### src/icu_pkg.sv
package icu_pkg;

  // ==========================================================
  // operation word layout
  localparam int unsigned CLS_HI = 29;
  localparam int unsigned CLS_LO = 28;
  localparam int unsigned IMM_FORM_BIT = 27;
  localparam int unsigned CMP_BIT = 26;
  localparam int unsigned BR_FORM_BIT = 25;
  localparam int unsigned OPC_HI = 24;
  localparam int unsigned OPC_LO = 21;
  localparam int unsigned RR_GR_DST_HI = 17;
  localparam int unsigned RR_GR_DST_LO = 12;
  localparam int unsigned RR_BR_DST_HI = 20;
  localparam int unsigned RR_BR_DST_LO = 18;
  localparam int unsigned SECOND_SOURCE_INDEX_HI = 11;
  localparam int unsigned SECOND_SOURCE_INDEX_LO = 6;
  localparam int unsigned IMM_HI = 20;
  localparam int unsigned IMM_LO = 12;
  localparam int unsigned RI_GR_DST_HI = 11;
  localparam int unsigned RI_GR_DST_LO = 6;
  localparam int unsigned RI_BR_DST_HI = 8;
  localparam int unsigned RI_BR_DST_LO = 6;
  localparam int unsigned FIRST_SOURCE_INDEX_HI = 5;
  localparam int unsigned FIRST_SOURCE_INDEX_LO = 0;
  localparam int unsigned EXT_OP_HI = 27;
  localparam int unsigned EXT_OP_LO = 23;
  localparam int unsigned EXT_HI = 22;
  localparam int unsigned EXT_LO = 0;

  // ==========================================================
  // widths and codes
  localparam int unsigned XLEN = 32;
  localparam int unsigned GR_W = 6;
  localparam int unsigned BR_W = 3;
  localparam int unsigned SIMM_W = 9;
  localparam int unsigned EXT_W = 23;
  localparam logic [1:0] CLS_CMP = 2'h0;
  localparam logic [1:0] CLS_EXT = 2'h1;
  localparam logic [4:0] EXT_PREV = 5'h0A;
  localparam logic [4:0] EXT_NEXT = 5'h0B;

  typedef enum logic [3:0] {
    ICU_NE  = 4'h1,
    ICU_LE  = 4'h6,
    ICU_LEU = 4'h7,
    ICU_LT  = 4'h8,
    ICU_LTU = 4'h9
  } icu_opc_t;

  // ==========================================================
  // register map
  localparam logic [7:0] REG_CTRL = 8'h00;
  localparam logic [7:0] REG_STAT = 8'h04;
  localparam logic [7:0] REG_COUNT = 8'h08;
  localparam logic [7:0] REG_TRUE = 8'h0C;
  localparam int unsigned CTRL_EN = 0;
  localparam int unsigned CTRL_CLR = 1;
  localparam logic CTRL_EN_RST = 1'b1;
  localparam int unsigned STAT_LAST = 0;
  localparam int unsigned STAT_PEND = 1;
  localparam int unsigned STAT_OPC_LO = 4;
  localparam logic [31:0] CNT_RST = 32'h00000000;

endpackage

### src/icu_dec_if.sv
`timescale 1ns/1ps
interface icu_dec_if;
  logic is_cmp;
  logic is_ext_next;
  logic imm_form;
  logic br_form;
  icu_pkg::icu_opc_t opc;
  logic [icu_pkg::GR_W-1:0] gr_dst;
  logic [icu_pkg::BR_W-1:0] br_dst;
  logic [icu_pkg::GR_W-1:0] first_source_index;
  logic [icu_pkg::GR_W-1:0] second_source_index;
  logic [icu_pkg::XLEN-1:0] imm;

  modport dec (
    output is_cmp, is_ext_next, imm_form, br_form, opc, gr_dst, br_dst, first_source_index, second_source_index, imm
  );
  modport sink (
    input is_cmp, is_ext_next, imm_form, br_form, opc, gr_dst, br_dst, first_source_index, second_source_index, imm
  );
endinterface

### src/icu_top.sv
// The Wishbone slave port and the register addresses were left to the implementer.
`timescale 1ns/1ps
// Overview of operation
// RULE_01: code 0110 compares signed operands, true when first is less or equal.
// RULE_02: code 0111 compares zero-extended operands, true when first is less or equal.
// RULE_03: code 1000 compares signed operands, true when first is strictly less.
// RULE_04: code 1001 compares zero-extended operands, true when first is strictly less.
// RULE_05: code 0001 is true when the two 32-bit operands differ.
// RULE_06: compares have bits 29:28 zero, bit 26 set, code 24:21, source 5:0.
// RULE_07: register form to general register: destination 17:12, second source 11:6.
// RULE_08: register form to branch register: destination 20:18, one result bit.
// RULE_09: immediate form to general register: immediate 20:12, destination 11:6.
// RULE_10: immediate form to branch register: immediate 20:12, destination 8:6.
// RULE_11: signed and inequality compares sign-extend the short immediate to 32 bits.
// RULE_12: compares are accepted every cycle, back to back, without latency limits.
// RULE_13: an accompanying extension's 23 bits join the short immediate as 32 bits.
// RULE_14: an extension may precede the compare or follow it; both are accepted.
// RULE_15: a general register result is the word one for true, zero for false.
// RULE_16: no exception ever; nothing is written unless a compare form decodes.
module icu_top (
  // clock, reset, enable
  input wire logic clk_i,
  input wire logic rst_i,
  input wire logic ce_i,
  // issue side
  input wire logic op_valid_i,
  input wire logic [31:0] op_word_i,
  input wire logic ext_valid_i,
  input wire logic [31:0] ext_word_i,
  input wire logic [icu_pkg::XLEN-1:0] first_source_index_val_i,
  input wire logic [icu_pkg::XLEN-1:0] second_source_index_val_i,
  // result side
  output logic gr_we_o,
  output logic [icu_pkg::GR_W-1:0] gr_idx_o,
  output logic [icu_pkg::XLEN-1:0] gr_data_o,
  output logic br_we_o,
  output logic [icu_pkg::BR_W-1:0] br_idx_o,
  output logic br_data_o,
  output logic [icu_pkg::GR_W-1:0] first_source_index_idx_o,
  output logic [icu_pkg::GR_W-1:0] second_source_index_idx_o,
  // wishbone slave
  input wire logic wb_cyc_i,
  input wire logic wb_stb_i,
  input wire logic wb_we_i,
  input wire logic [7:0] wb_adr_i,
  input wire logic [3:0] wb_sel_i,
  input wire logic [31:0] wb_dat_i,
  output logic [31:0] wb_dat_o,
  output logic wb_ack_o
);

  // ==========================================================
  // decode and compare
  icu_dec_if dif();

  logic en_r;
  logic pend_r;
  logic [icu_pkg::EXT_W-1:0] pend_val_r;
  logic ext_prev_ok;
  logic ext_use;
  logic [icu_pkg::EXT_W-1:0] ext_val;
  logic accept;
  logic [icu_pkg::XLEN-1:0] op_b;
  logic res;
  logic last_r;
  icu_pkg::icu_opc_t last_opc_r;
  logic [31:0] cnt_r;
  logic [31:0] true_r;

  // accompanying extension wins over a held one; both carry 23 bits
  assign ext_prev_ok = ext_valid_i
                       && (ext_word_i[icu_pkg::CLS_HI:icu_pkg::CLS_LO] == icu_pkg::CLS_EXT)
                       && (ext_word_i[icu_pkg::EXT_OP_HI:icu_pkg::EXT_OP_LO]
                           == icu_pkg::EXT_PREV); // RULE_14
  assign ext_use = ext_prev_ok || pend_r; // RULE_14
  assign ext_val = ext_prev_ok ? ext_word_i[icu_pkg::EXT_HI:icu_pkg::EXT_LO] : pend_val_r;

  icu_decoder u_dec (
    .word_i(op_word_i),
    .ext_use_i(ext_use),
    .ext_i(ext_val),
    .d(dif.dec)
  );

  assign op_b = dif.imm_form ? dif.imm : second_source_index_val_i;

  icu_cmp u_cmp (
    .opc_i(dif.opc),
    .a_i(first_source_index_val_i),
    .b_i(op_b),
    .res_o(res)
  );

  // no slot or spacing checks: any valid compare is taken while ce_i and en_r are high
  assign accept = ce_i && en_r && op_valid_i && dif.is_cmp; // RULE_12

  // ==========================================================
  // extension held for the following syllable
  always_ff @(posedge clk_i) begin
    if (rst_i) begin
      pend_r <= 1'b0;
      pend_val_r <= '0;
    end else if (ce_i && op_valid_i) begin
      if (dif.is_ext_next) begin
        pend_r <= 1'b1; // RULE_14
        pend_val_r <= op_word_i[icu_pkg::EXT_HI:icu_pkg::EXT_LO];
      end else begin
        pend_r <= 1'b0;
      end
    end
  end

  // ==========================================================
  // result registers
  always_ff @(posedge clk_i) begin
    if (rst_i) begin
      gr_we_o <= 1'b0;
      br_we_o <= 1'b0;
      gr_idx_o <= '0;
      br_idx_o <= '0;
      gr_data_o <= '0;
      br_data_o <= 1'b0;
      first_source_index_idx_o <= '0;
      second_source_index_idx_o <= '0;
    end else if (ce_i) begin
      // other forms and non-compare words never write
      gr_we_o <= accept && !dif.br_form; // RULE_16 RULE_07 RULE_09
      br_we_o <= accept && dif.br_form; // RULE_16 RULE_08 RULE_10
      if (accept) begin
        gr_idx_o <= dif.gr_dst; // RULE_07 RULE_09
        br_idx_o <= dif.br_dst; // RULE_08 RULE_10
        gr_data_o <= {{(icu_pkg::XLEN - 1){1'b0}}, res}; // RULE_15
        br_data_o <= res; // RULE_08
        first_source_index_idx_o <= dif.first_source_index;
        second_source_index_idx_o <= dif.second_source_index;
      end
    end
  end

  // ==========================================================
  // observed state
  always_ff @(posedge clk_i) begin
    if (rst_i) begin
      last_r <= 1'b0;
      last_opc_r <= icu_pkg::ICU_NE;
    end else if (accept) begin
      last_r <= res;
      last_opc_r <= dif.opc;
    end
  end

  // ==========================================================
  // wishbone slave: one wait state, ack for one cycle
  logic wb_req;
  logic wb_wr;
  logic clr_req;

  assign wb_req = wb_cyc_i && wb_stb_i && !wb_ack_o;
  assign wb_wr = ce_i && wb_req && wb_we_i && wb_sel_i[0];
  assign clr_req = wb_wr && (wb_adr_i == icu_pkg::REG_CTRL) && wb_dat_i[icu_pkg::CTRL_CLR];

  always_ff @(posedge clk_i) begin
    if (rst_i) begin
      wb_ack_o <= 1'b0;
    end else if (ce_i) begin
      wb_ack_o <= wb_req;
    end
  end

  always_ff @(posedge clk_i) begin
    if (rst_i) begin
      en_r <= icu_pkg::CTRL_EN_RST;
    end else if (wb_wr && (wb_adr_i == icu_pkg::REG_CTRL)) begin
      en_r <= wb_dat_i[icu_pkg::CTRL_EN];
    end
  end

  // a clear in the same cycle as a compare restarts the counts from that compare
  always_ff @(posedge clk_i) begin
    if (rst_i) begin
      cnt_r <= icu_pkg::CNT_RST;
      true_r <= icu_pkg::CNT_RST;
    end else if (accept) begin
      cnt_r <= clr_req ? 32'h00000001 : cnt_r + 32'h00000001;
      true_r <= clr_req ? {31'h00000000, res} : true_r + {31'h00000000, res};
    end else if (clr_req) begin
      cnt_r <= icu_pkg::CNT_RST;
      true_r <= icu_pkg::CNT_RST;
    end
  end

  always_ff @(posedge clk_i) begin
    if (rst_i) begin
      wb_dat_o <= '0;
    end else if (ce_i && wb_req && !wb_we_i) begin
      case (wb_adr_i)
        icu_pkg::REG_CTRL: wb_dat_o <= {31'h00000000, en_r};
        icu_pkg::REG_STAT: wb_dat_o <= {24'h000000, last_opc_r, 2'h0, pend_r, last_r};
        icu_pkg::REG_COUNT: wb_dat_o <= cnt_r;
        icu_pkg::REG_TRUE: wb_dat_o <= true_r;
        default: wb_dat_o <= 32'h00000000;
      endcase
    end
  end

  // ==========================================================
  // checks
  logic out_bit;
  logic [icu_pkg::XLEN-1:0] sext_imm;
  logic rr_gr;
  logic rr_br;
  logic ri_gr;
  logic ri_br;

  assign out_bit = gr_we_o ? gr_data_o[0] : br_data_o;
  assign sext_imm = {{(icu_pkg::XLEN - icu_pkg::SIMM_W){op_word_i[icu_pkg::IMM_HI]}},
                     op_word_i[icu_pkg::IMM_HI:icu_pkg::IMM_LO]};
  assign rr_gr = accept && !dif.imm_form && !dif.br_form;
  assign rr_br = accept && !dif.imm_form && dif.br_form;
  assign ri_gr = accept && dif.imm_form && !dif.br_form;
  assign ri_br = accept && dif.imm_form && dif.br_form;

  property p_le_signed;
    @(posedge clk_i) disable iff (rst_i)
    accept && dif.opc == icu_pkg::ICU_LE |=>
      out_bit == ($signed($past(first_source_index_val_i)) <= $signed($past(op_b)));
  endproperty
  a_le_signed: assert property (p_le_signed) else $error("signed le wrong"); // RULE_01

  property p_le_unsigned;
    @(posedge clk_i) disable iff (rst_i)
    accept && dif.opc == icu_pkg::ICU_LEU |=> out_bit == ($past(first_source_index_val_i) <= $past(op_b));
  endproperty
  a_le_unsigned: assert property (p_le_unsigned) else $error("unsigned le wrong"); // RULE_02

  property p_lt_signed;
    @(posedge clk_i) disable iff (rst_i)
    accept && dif.opc == icu_pkg::ICU_LT |=>
      out_bit == ($signed($past(first_source_index_val_i)) < $signed($past(op_b)));
  endproperty
  a_lt_signed: assert property (p_lt_signed) else $error("signed lt wrong"); // RULE_03

  property p_lt_unsigned;
    @(posedge clk_i) disable iff (rst_i)
    accept && dif.opc == icu_pkg::ICU_LTU |=> out_bit == ($past(first_source_index_val_i) < $past(op_b));
  endproperty
  a_lt_unsigned: assert property (p_lt_unsigned) else $error("unsigned lt wrong"); // RULE_04

  property p_ne;
    @(posedge clk_i) disable iff (rst_i)
    accept && dif.opc == icu_pkg::ICU_NE |=> out_bit == ($past(first_source_index_val_i) != $past(op_b));
  endproperty
  a_ne: assert property (p_ne) else $error("inequality wrong"); // RULE_05

  property p_rr_gr;
    @(posedge clk_i) disable iff (rst_i)
    rr_gr |=> gr_we_o && !br_we_o
      && gr_idx_o == $past(op_word_i[icu_pkg::RR_GR_DST_HI:icu_pkg::RR_GR_DST_LO])
      && second_source_index_idx_o == $past(op_word_i[icu_pkg::SECOND_SOURCE_INDEX_HI:icu_pkg::SECOND_SOURCE_INDEX_LO]);
  endproperty
  a_rr_gr: assert property (p_rr_gr) else $error("rr general dest wrong"); // RULE_07

  property p_rr_br;
    @(posedge clk_i) disable iff (rst_i)
    rr_br |=> br_we_o && !gr_we_o
      && br_idx_o == $past(op_word_i[icu_pkg::RR_BR_DST_HI:icu_pkg::RR_BR_DST_LO]);
  endproperty
  a_rr_br: assert property (p_rr_br) else $error("rr branch dest wrong"); // RULE_08

  property p_ri_gr;
    @(posedge clk_i) disable iff (rst_i)
    ri_gr |=> gr_we_o
      && gr_idx_o == $past(op_word_i[icu_pkg::RI_GR_DST_HI:icu_pkg::RI_GR_DST_LO]);
  endproperty
  a_ri_gr: assert property (p_ri_gr) else $error("ri general dest wrong"); // RULE_09

  property p_ri_br;
    @(posedge clk_i) disable iff (rst_i)
    ri_br |=> br_we_o
      && br_idx_o == $past(op_word_i[icu_pkg::RI_BR_DST_HI:icu_pkg::RI_BR_DST_LO]);
  endproperty
  a_ri_br: assert property (p_ri_br) else $error("ri branch dest wrong"); // RULE_10

  property p_imm_sext;
    @(posedge clk_i) disable iff (rst_i)
    dif.imm_form && !ext_use && dif.opc != icu_pkg::ICU_LEU && dif.opc != icu_pkg::ICU_LTU
      |-> dif.imm == sext_imm;
  endproperty
  a_imm_sext: assert property (p_imm_sext) else $error("immediate not sign-extended"); // RULE_11

  property p_imm_ext;
    @(posedge clk_i) disable iff (rst_i)
    dif.imm_form && ext_use |->
      dif.imm[icu_pkg::XLEN-1:icu_pkg::SIMM_W] == ext_val
      && dif.imm[icu_pkg::SIMM_W-1:0] == op_word_i[icu_pkg::IMM_HI:icu_pkg::IMM_LO];
  endproperty
  a_imm_ext: assert property (p_imm_ext) else $error("extended immediate wrong"); // RULE_13

  property p_back_to_back;
    @(posedge clk_i) disable iff (rst_i)
    accept ##1 accept |=> gr_we_o || br_we_o;
  endproperty
  a_back_to_back: assert property (p_back_to_back) else $error("second compare lost"); // RULE_12

  property p_pending;
    @(posedge clk_i) disable iff (rst_i)
    ce_i && op_valid_i && dif.is_ext_next |=> pend_r ##0 ext_use;
  endproperty
  a_pending: assert property (p_pending) else $error("held extension lost"); // RULE_14

  property p_word_one_zero;
    @(posedge clk_i) disable iff (rst_i)
    gr_we_o |-> gr_data_o[icu_pkg::XLEN-1:1] == '0;
  endproperty
  a_word_one_zero: assert property (p_word_one_zero) else $error("result not 0/1"); // RULE_15

  property p_no_write;
    @(posedge clk_i) disable iff (rst_i)
    ce_i && !accept |=> !gr_we_o && !br_we_o;
  endproperty
  a_no_write: assert property (p_no_write) else $error("write without compare"); // RULE_16

  c_imm_branch: cover property (@(posedge clk_i) disable iff (rst_i) ri_br);
  c_ext_next: cover property (@(posedge clk_i) disable iff (rst_i) pend_r && accept);
  c_ext_prev: cover property (@(posedge clk_i) disable iff (rst_i) ext_prev_ok && accept);
  c_wb_read: cover property (@(posedge clk_i) disable iff (rst_i) wb_ack_o && !wb_we_i);

endmodule

### src/icu_decoder.sv
`timescale 1ns/1ps
module icu_decoder (
  // syllable and extension
  input wire logic [31:0] word_i,
  input wire logic ext_use_i,
  input wire logic [icu_pkg::EXT_W-1:0] ext_i,
  // decoded fields
  icu_dec_if.dec d
);
  logic [3:0] opc_raw;
  logic opc_ok;
  logic [icu_pkg::SIMM_W-1:0] simm;
  logic sext;

  assign opc_raw = word_i[icu_pkg::OPC_HI:icu_pkg::OPC_LO];
  assign simm = word_i[icu_pkg::IMM_HI:icu_pkg::IMM_LO];

  always_comb begin
    case (opc_raw)
      icu_pkg::ICU_NE, icu_pkg::ICU_LE, icu_pkg::ICU_LEU,
      icu_pkg::ICU_LT, icu_pkg::ICU_LTU: opc_ok = 1'b1;
      default: opc_ok = 1'b0;
    endcase
  end

  // class, compare bit and a known code; other codes stay out of this unit
  assign d.is_cmp = (word_i[icu_pkg::CLS_HI:icu_pkg::CLS_LO] == icu_pkg::CLS_CMP)
                    && word_i[icu_pkg::CMP_BIT] && opc_ok; // RULE_06
  assign d.is_ext_next = (word_i[icu_pkg::CLS_HI:icu_pkg::CLS_LO] == icu_pkg::CLS_EXT)
                         && (word_i[icu_pkg::EXT_OP_HI:icu_pkg::EXT_OP_LO]
                             == icu_pkg::EXT_NEXT); // RULE_14
  assign d.opc = icu_pkg::icu_opc_t'(opc_raw); // RULE_06
  assign d.imm_form = word_i[icu_pkg::IMM_FORM_BIT];
  assign d.br_form = word_i[icu_pkg::BR_FORM_BIT];
  assign d.first_source_index = word_i[icu_pkg::FIRST_SOURCE_INDEX_HI:icu_pkg::FIRST_SOURCE_INDEX_LO]; // RULE_06
  assign d.second_source_index = word_i[icu_pkg::SECOND_SOURCE_INDEX_HI:icu_pkg::SECOND_SOURCE_INDEX_LO]; // RULE_07
  // destination field moves with the form
  assign d.gr_dst = word_i[icu_pkg::IMM_FORM_BIT]
                    ? word_i[icu_pkg::RI_GR_DST_HI:icu_pkg::RI_GR_DST_LO] // RULE_09
                    : word_i[icu_pkg::RR_GR_DST_HI:icu_pkg::RR_GR_DST_LO]; // RULE_07
  assign d.br_dst = word_i[icu_pkg::IMM_FORM_BIT]
                    ? word_i[icu_pkg::RI_BR_DST_HI:icu_pkg::RI_BR_DST_LO] // RULE_10
                    : word_i[icu_pkg::RR_BR_DST_HI:icu_pkg::RR_BR_DST_LO]; // RULE_08

  // unsigned codes zero-extend, signed and inequality sign-extend
  assign sext = (opc_raw != icu_pkg::ICU_LEU) && (opc_raw != icu_pkg::ICU_LTU); // RULE_11
  assign d.imm = ext_use_i ? {ext_i, simm} // RULE_13
               : {{(icu_pkg::XLEN - icu_pkg::SIMM_W){sext & simm[icu_pkg::SIMM_W-1]}},
                  simm}; // RULE_11 RULE_02 RULE_04
endmodule

### src/icu_cmp.sv
`timescale 1ns/1ps
module icu_cmp (
  // operation and operands
  input wire icu_pkg::icu_opc_t opc_i,
  input wire logic [icu_pkg::XLEN-1:0] a_i,
  input wire logic [icu_pkg::XLEN-1:0] b_i,
  // outcome
  output logic res_o
);
  logic lt_s;
  logic lt_u;
  logic eq;

  // no overflow trap: plain comparators cannot fault
  assign lt_s = $signed(a_i) < $signed(b_i);
  assign lt_u = a_i < b_i;
  assign eq = a_i == b_i;

  always_comb begin
    case (opc_i)
      icu_pkg::ICU_LE: res_o = lt_s | eq; // RULE_01
      icu_pkg::ICU_LEU: res_o = lt_u | eq; // RULE_02
      icu_pkg::ICU_LT: res_o = lt_s; // RULE_03
      icu_pkg::ICU_LTU: res_o = lt_u; // RULE_04
      icu_pkg::ICU_NE: res_o = ~eq; // RULE_05
      default: res_o = 1'b0;
    endcase
  end
endmodule

### config.mk
export PLATFORM = sky130hd
export DESIGN_NAME = icu_top
export DESIGN_NICKNAME = d
export VERILOG_FILES = /design/src/icu_pkg.sv /design/src/icu_dec_if.sv /design/src/icu_top.sv /design/src/icu_decoder.sv /design/src/icu_cmp.sv
export SDC_FILE = /design/constraint.sdc
export NUM_CORES = 1
export LEC_CHECK = 0
export ABC_CLOCK_PERIOD_IN_PS = 16800
export BUFFER_PORTS_ARGS = -buffer_cell sky130_fd_sc_hd__buf_4
export CAP_MARGIN = 25
export CORE_MARGIN = 5
export CORE_UTILIZATION = 40
export DETAILED_ROUTE_END_ITERATION = 8
export GPL_TIMING_DRIVEN = 1
export PLACE_DENSITY = 0.69
export SKIP_LAST_GASP = 1
export SYNTH_ARGS = -nofsm -noshare
export SYNTH_HDL_FRONTEND = slang
export SYNTH_HIERARCHICAL = 1
export SYNTH_SLANG_ARGS = --single-unit
### constraint.sdc
create_clock -name clk_i -period 16.8 [get_ports clk_i]
set_clock_uncertainty 0.1 [all_clocks]
set_input_delay 3.36 -clock clk_i [delete_from_list [all_inputs] [get_ports clk_i]]
set_output_delay 3.36 -clock clk_i [all_outputs]
set_load 0.05 [all_outputs]
[Word-level counts from Yosys, hierarchy flattened]
Cells that the tools add are included.
Word-level totals
  bits in registers: 151
  bits of input ports: 180
  output and inout port bits: 89
  word-level logic and storage cells: 83
Cells by class
  add/subtract/negate cells: 2
  $lt $le $gt $ge: 2
  eq/ne operators: 15
  mux-type cells: 14
  bitwise gates (word level): 4
  reduce and logical (&&, ||, !) cells: 30
Operators with widths (number)
  2-to-1 mux 32 bit: 7
  case mux 32 bit (4 select lines): 1
  less-than comparator 32 bit: 2
  adder 32 x 1 -> 32 bit: 1
  adder 32 x 1 -> 32 bit (second input constant): 1
  equality test 32 bit: 1
  2-to-1 mux 23 bit: 1
  logical AND 1 bit: 20
  equality test 8 x 4 -> 1 bit (second input constant): 2
  equality test 5 x 4 -> 1 bit (second input constant): 2
  equality test 4 x 3 -> 1 bit (second input constant): 2
  equality test 4 bit (second input constant): 2
  equality test 8 x 3 -> 1 bit (second input constant): 1
  zero test 8 bit: 1
  2-to-1 mux 6 bit: 1
  case mux 1 bit (5 select lines): 1
  OR reduction 5 bit: 1
  equality test 2 x 1 -> 1 bit (second input constant): 2
  equality test 4 x 1 -> 1 bit (second input constant): 1
  != test 4 x 3 -> 1 bit (second input constant): 1
  != test 4 bit (second input constant): 1
  AND reduction 2 bit: 2
  zero test 1 bit: 3
  2-to-1 mux 3 bit: 1
  other kinds (7): 9

[Longest topological paths before layout]
  word-level depth: 12
  mapped depth: 25
  mapped depth without buffers: 21

[Hierarchy]
Netlist, hierarchy kept.
By module, submodules not included
  icu_top: times used 1, cells an instance 843, area an instance 7304.5 µm², seq. area each 3022.9 µm²
  icu_cmp: times used 1, cells an instance 123, area an instance 894.6 µm², seq. area each 0.0 µm²
  icu_decoder: times used 1, cells an instance 107, area an instance 628.1 µm², seq. area each 0.0 µm²

[Least setup slack after synthesis]
OpenSTA, ideal clock, no wires.
  path type: input to register
  start: input ext_valid_i
  end: register true_r[26]
  setup time: 0.117 ns
  arrival time: 7.745 ns
  required time: 16.583 ns
  path slack: 8.838 ns
  stages: 24
  buffers on the path: 4
  cells stage by stage: nor4bb_1 > nand2_1 > clkbuf_1 > nand2b_1 > or4_1 > buf_6 > buf_12 > nand2_2 > mux2_2 > inv_1 > ha_1 > nand4_1 > nor4_4 > nor3b_1 > nor4_2 > mux2_2 > ha_1 > ha_1 > and2_1 > clkbuf_1 > nand4_1 > nor4_1 > xnor2_1 > nor2_1
On the way
  longest elaborated chain between the ends: 11
  elaborated cells on any way between the ends: 16
  classes of those cells: add/sub (1); order compare (2); eq/ne (1); mux (6); bitwise (3); reduce/logical (3)
Ends and longest elaborated chain
  start, declared: RTL line icu_top.sv:28  | input wire logic ext_valid_i,
  logical AND 1 bit *: RTL line icu_top.sv:72  | && (ext_word_i[icu_pkg::CLS_HI:icu_pkg::CLS_LO] == icu_pkg::CLS_EXT)
  logical AND 1 bit *: RTL line icu_top.sv:73  | && (ext_word_i[icu_pkg::EXT_OP_HI:icu_pkg::EXT_OP_LO]
  logical OR 1 bit *: RTL line icu_top.sv:75  | assign ext_use = ext_prev_ok || pend_r;
  net ext_use: RTL line icu_top.sv:60  | logic ext_use;
  2-to-1 mux 32 bit *: RTL line icu_decoder.sv:47  | assign d.imm = ext_use_i ? {ext_i, simm}
  net dif.imm (one bit): RTL line icu_dec_if.sv:12  | logic [icu_pkg::XLEN-1:0] imm;
  2-to-1 mux 32 bit *: RTL line icu_top.sv:85  | assign op_b = dif.imm_form ? dif.imm : second_source_index_val_i;
  net op_b (one bit): RTL line icu_top.sv:63  | logic [icu_pkg::XLEN-1:0] op_b;
  less-than comparator 32 bit, or another cell as far along: RTL line icu_cmp.sv:16  | assign lt_u = a_i < b_i;
  OR 1 bit, or another cell as far along: RTL line icu_cmp.sv:22  | icu_pkg::ICU_LEU: res_o = lt_u | eq;
  case mux 1 bit (5 select lines) *: RTL line icu_cmp.sv:20  | case (opc_i)
  net res: RTL line icu_top.sv:64  | logic res;
  adder 32 x 1 -> 32 bit *: RTL line icu_top.sv:185  | true_r <= clr_req ? {31'h00000000, res} : true_r + {31'h00000000, res};
  2-to-1 mux 32 bit *: RTL line icu_top.sv:185
  2-to-1 mux 32 bit *: RTL line icu_top.sv:183  | end else if (accept) begin
  end signal, assigned: RTL line icu_top.sv:182  | true_r <= icu_pkg::CNT_RST;
  end signal, assigned: RTL line icu_top.sv:185
  end signal, assigned: RTL line icu_top.sv:188  | true_r <= icu_pkg::CNT_RST;
  end, declared: RTL line icu_top.sv:68  | logic [31:0] true_r;
Mark *: on every way through the listed nets, which the timed path passes. The rest lies on a longest branch.
A chain may end at the register's enable or synchronous reset.

[Worst setup path after layout]
  start: input ext_word_i[26]
  end: register true_r[26]
On the way
  longest elaborated chain between the ends: 11
  elaborated cells on any way between the ends: 16
  classes of those cells: add/sub (1); order compare (2); eq/ne (2); mux (6); bitwise (3); reduce/logical (2)
Ends and longest elaborated chain
  start, declared: RTL line icu_top.sv:29  | input wire logic [31:0] ext_word_i,
  equality test 5 x 4 -> 1 bit *: RTL line icu_top.sv:74  | == icu_pkg::EXT_PREV);
  logical AND 1 bit *: RTL line icu_top.sv:73
  logical OR 1 bit *: RTL line icu_top.sv:75
  net ext_use: RTL line icu_top.sv:60
  2-to-1 mux 32 bit *: RTL line icu_decoder.sv:47
  net dif.imm (one bit): RTL line icu_dec_if.sv:12
  2-to-1 mux 32 bit *: RTL line icu_top.sv:85
  net op_b (one bit): RTL line icu_top.sv:63
  less-than comparator 32 bit, or another cell as far along: RTL line icu_cmp.sv:16
  OR 1 bit, or another cell as far along: RTL line icu_cmp.sv:22
  case mux 1 bit (5 select lines) *: RTL line icu_cmp.sv:20
  net res: RTL line icu_top.sv:64
  adder 32 x 1 -> 32 bit *: RTL line icu_top.sv:185
  2-to-1 mux 32 bit *: RTL line icu_top.sv:185
  2-to-1 mux 32 bit *: RTL line icu_top.sv:183
Marks and branches as above.

==> metrics.txt <==
status completed; initial core utilization 40.57%; H-Tree Depth 4; # clock sinks 151; Horiz. Die Dim 158.6 um; Finished Cell Area 10,790 um2; Reg clk slew, reported paths 60 ps; Tcrit/Tclk final 52.01%; Post-synth EDFFs 0; Multi-input gate area 4964 um2; Clk Latency, worst-skew pair 420 ps; crit path cell chain buf_4 > nor4bb_1 > nand2_1 > buf_4 > nand2b_1 > or4_1 > buf_16 > nand2_2 > mux2_2 > inv_1 > ha_1 > nand4_1 > nor4_4 > nor3b_1 > nor4_2 > mux2_2 > ha_1 > ha_1 > and2_1 > nand4_1 > nor4_1 > xnor2_1 > nor2_1; Layout area overhead 22.18%; CP delay by family, top simple AND/OR/NAND/NOR gates; hold depth 2; Chip Height 158.6 um; via/cell ratio 5.035; Worst Hold Class flop to flop; Setup Fix Bufs, Post-CTS 0; Tot GR Track Use 18.46%; Routed Antenna Nets 0; CORE AREA 21,760 um2; reg2reg end true_r[26]$_SDFFE_PP0P_; maximum VDD drop 0.00004372 V; Worst path most repeated cell ha_1; critical path class input port to flop; syn_area_per_cell 8.227 um2; vias in the first global route 7,161; WP data required 16,980 ps; HPWL reported at the end of detailed placement 17,800 um; CTS tree done; worst slew pin tran 957.4 ps; P_leak 0.004510 uW; Final Setup Violations 0; PwrDens 80.47 nW/um2; routed length per instance 15.76 um; DRT iter0 DRCs 444; first-pass GRT wire length 36,800 um; cts hold-fix bufs 0; TritonCTS Buffers 17; Max Buffers Root-to-Sink 2; r2r setup slk 11,280 ps; post-synth cell types 65; Ys Warns 6; top_reg_cell synth dfxtp_1; reg2reg path depth 19; Mapped Area 8827 um2; share of layout cells above drive strength 1 29.05%; WP buf/inv 4; Antenna Cells 0; worst rel slew slack 36.17%; slowest cell on the critical path or4_1; 1st-pass router iterations 6; crit-path max FO 24; crit path DAT 8920 ps; fillers 2,125; RSZ-0062 raised after global routing no; Post-Route WL 23,680 um; worst r2r src pend_r$_SDFFE_PP0P_; Final nets 1,425; Top Ports 269; Slew Limit Fails 0; Crit path largest cell delay 790 ps; ys async rst share 0%; synthesized instance count 1,073; Hold Path Sink wb_dat_o[28]$_SDFFE_PP0P_; antenna violations before repair 0; origin of the worst min-delay path wb_dat_o[28]$_SDFFE_PP0P_; Routability Congestion 0.8463; storage element area 3023 um2; CP endpoint kind flop; fmax 0.1145 GHz; Total Neg Setup Slack 0 ps; site row count 54; root buf cell clkbuf_16; die area 25,140 um2; total grt overflow 0; Max-Cap Viols 0; Final Hold Viols 0; vias 7,562; area post-placement 10,080 um2; CP startpoint kind input port; post-cts sizing count 0; crit path launch ext_word_i[26]; drt drc 0; sequential area share after synthesis 34.25%; largest net degree at the start of global routing 64; min cycle time layout 8737 ps; flop and latch count out of synthesis 151; PortBufs 200
## synthesized netlist by cell type, types with 2 or more instances
master	number	area (um2)
nand2_1	201	754.5
dfxtp_1	151	3023
nor2_1	77	289.0
a21oi_1	72	360.4
mux2_2	64	720.7
buf_4	62	465.5
inv_1	46	172.7
clkbuf_1	36	135.1
ha_1	35	437.9
nand3_1	34	170.2
a22oi_1	33	247.7
xor2_1	32	280.3
nand4_1	24	150.1
xnor2_1	24	210.2
o21ai_2	20	175.2
o21ai_0	15	75.07
and3_1	14	87.58
nor3_1	13	65.06
buf_2	11	55.05
nand2_2	10	62.56
nor4_1	9	56.30
buf_6	8	90.09
a22o_1	5	43.79
and4_1	5	43.79
nor4_2	5	62.56
o21ai_1	5	25.02
and2_1	4	25.02
buf_1	4	15.01
nor2b_1	4	25.02
a211oi_1	3	22.52
mux2i_1	3	30.03
nand4_2	3	37.54
nor4bb_1	3	30.03
a21o_1	2	15.01
nand2_4	2	22.52
nand2b_1	2	12.51
nor4_4	2	42.54
or2_1	2	12.51
or3_1	2	12.51
## registers in the layout, summed over array words and instances (netlist names)
register / flops
last_opc_r: 4
first_source_index_idx_o: 6
gr_data_o: 1
pend_r: 1
true_r: 32
br_idx_o: 3
last_r: 1
cnt_r: 32
pend_val_r: 23
second_source_index_idx_o: 6
gr_idx_o: 6
br_we_o: 1
en_r: 1
wb_ack_o: 1
wb_dat_o: 32
gr_we_o: 1
## final cells by class
cell class / count / share of cell area, %
sequential: 151 / 28.03
clock buffer: 21 / 4.176
tap: 280 / 3.248
clock inverter: 10 / 1.566
inverter: 46 / 1.601
multi-input combinational: 784 / 46.02
timing repair buffer: 210 / 15.36
## worst max path at each step
stage                                    to  slack [ps]  depth (start not counted)
floorplan           true_r[26]$_SDFFE_PP0P_        8840                         24
global placement    true_r[26]$_SDFFE_PP0P_        7310                         22
detailed placement  true_r[26]$_SDFFE_PP0P_        7290                         22
CTS                 true_r[26]$_SDFFE_PP0P_        7740                         22
global route        true_r[28]$_SDFFE_PP0P_        7700                         23
finish              true_r[26]$_SDFFE_PP0P_        8060                         23
## layer usage
layer	share of wire [%]	GRT usage [%]	wire [um]
met5	0	0	0
met4	2.2	5.605	511
met3	8.8	7.040	2079
met2	47	30.57	11100
met1	42	22.25	9983
## layout by cell type (no fill, tap or decap), drive strengths merged, types with 21 or more instances in the layout
cell type / instances
a21oi: 72
buf: 210
xor2: 32
o21ai: 40
nor2: 77
xnor2: 24
ha: 35
nand2: 213
nand4: 27
nand3: 34
clkbuf: 21
conb: 31
a22oi: 33
inv: 49
mux2: 64
dfxtp: 151
## per-stage QoR
step                cells  setup slack [ps]  hold slack (ps)  power (uW)  utilization, %
floorplan            1103              8838            332.9       438.3               -
global placement     1467              7314            337.8       466.4           46.22
detailed placement   1468              7286            342.9       467.8           46.35
CTS                  1499              7737            355.9       871.8           49.19
global route         1502              7705            373.8       900.4           49.57
finish               1502              8063            351.4       867.9           49.57
## report_power, final
| part | switching [uW] | total, uW | internal (uW) |
|---|---|---|---|
| combinational | 58.2 | 103 | 45.0 |
| sequential | 0.311 | 359 | 359 |
| clock | 152 | 406 | 254 |
| total | 211 | 868 | 657 |
## cells by family (layout without fill, tap and decap cells)
logic type	count (synthesis)	in the layout	synth area share [%]
other	1	31	0.04248
AO/OA/AOI/OAI	164	164	11.76
multiplexers	68	68	8.760
flip-flops	151	151	34.25
AND/OR/NAND/NOR	430	430	23.87
XOR/XNOR	56	56	5.556
adder cells (fa/ha/maj)	35	35	4.961
buffers and inverters	168	287	10.80
## tightest hold or removal path, delay by kind of cell, from the launching register on
kind | cells | cell delay, ps
AO/OA/AOI/OAI | 1 | 40
flip-flops | 1 | 320
AND/OR/NAND/NOR | 1 | 60
Power figures use the tool's default switching activity.
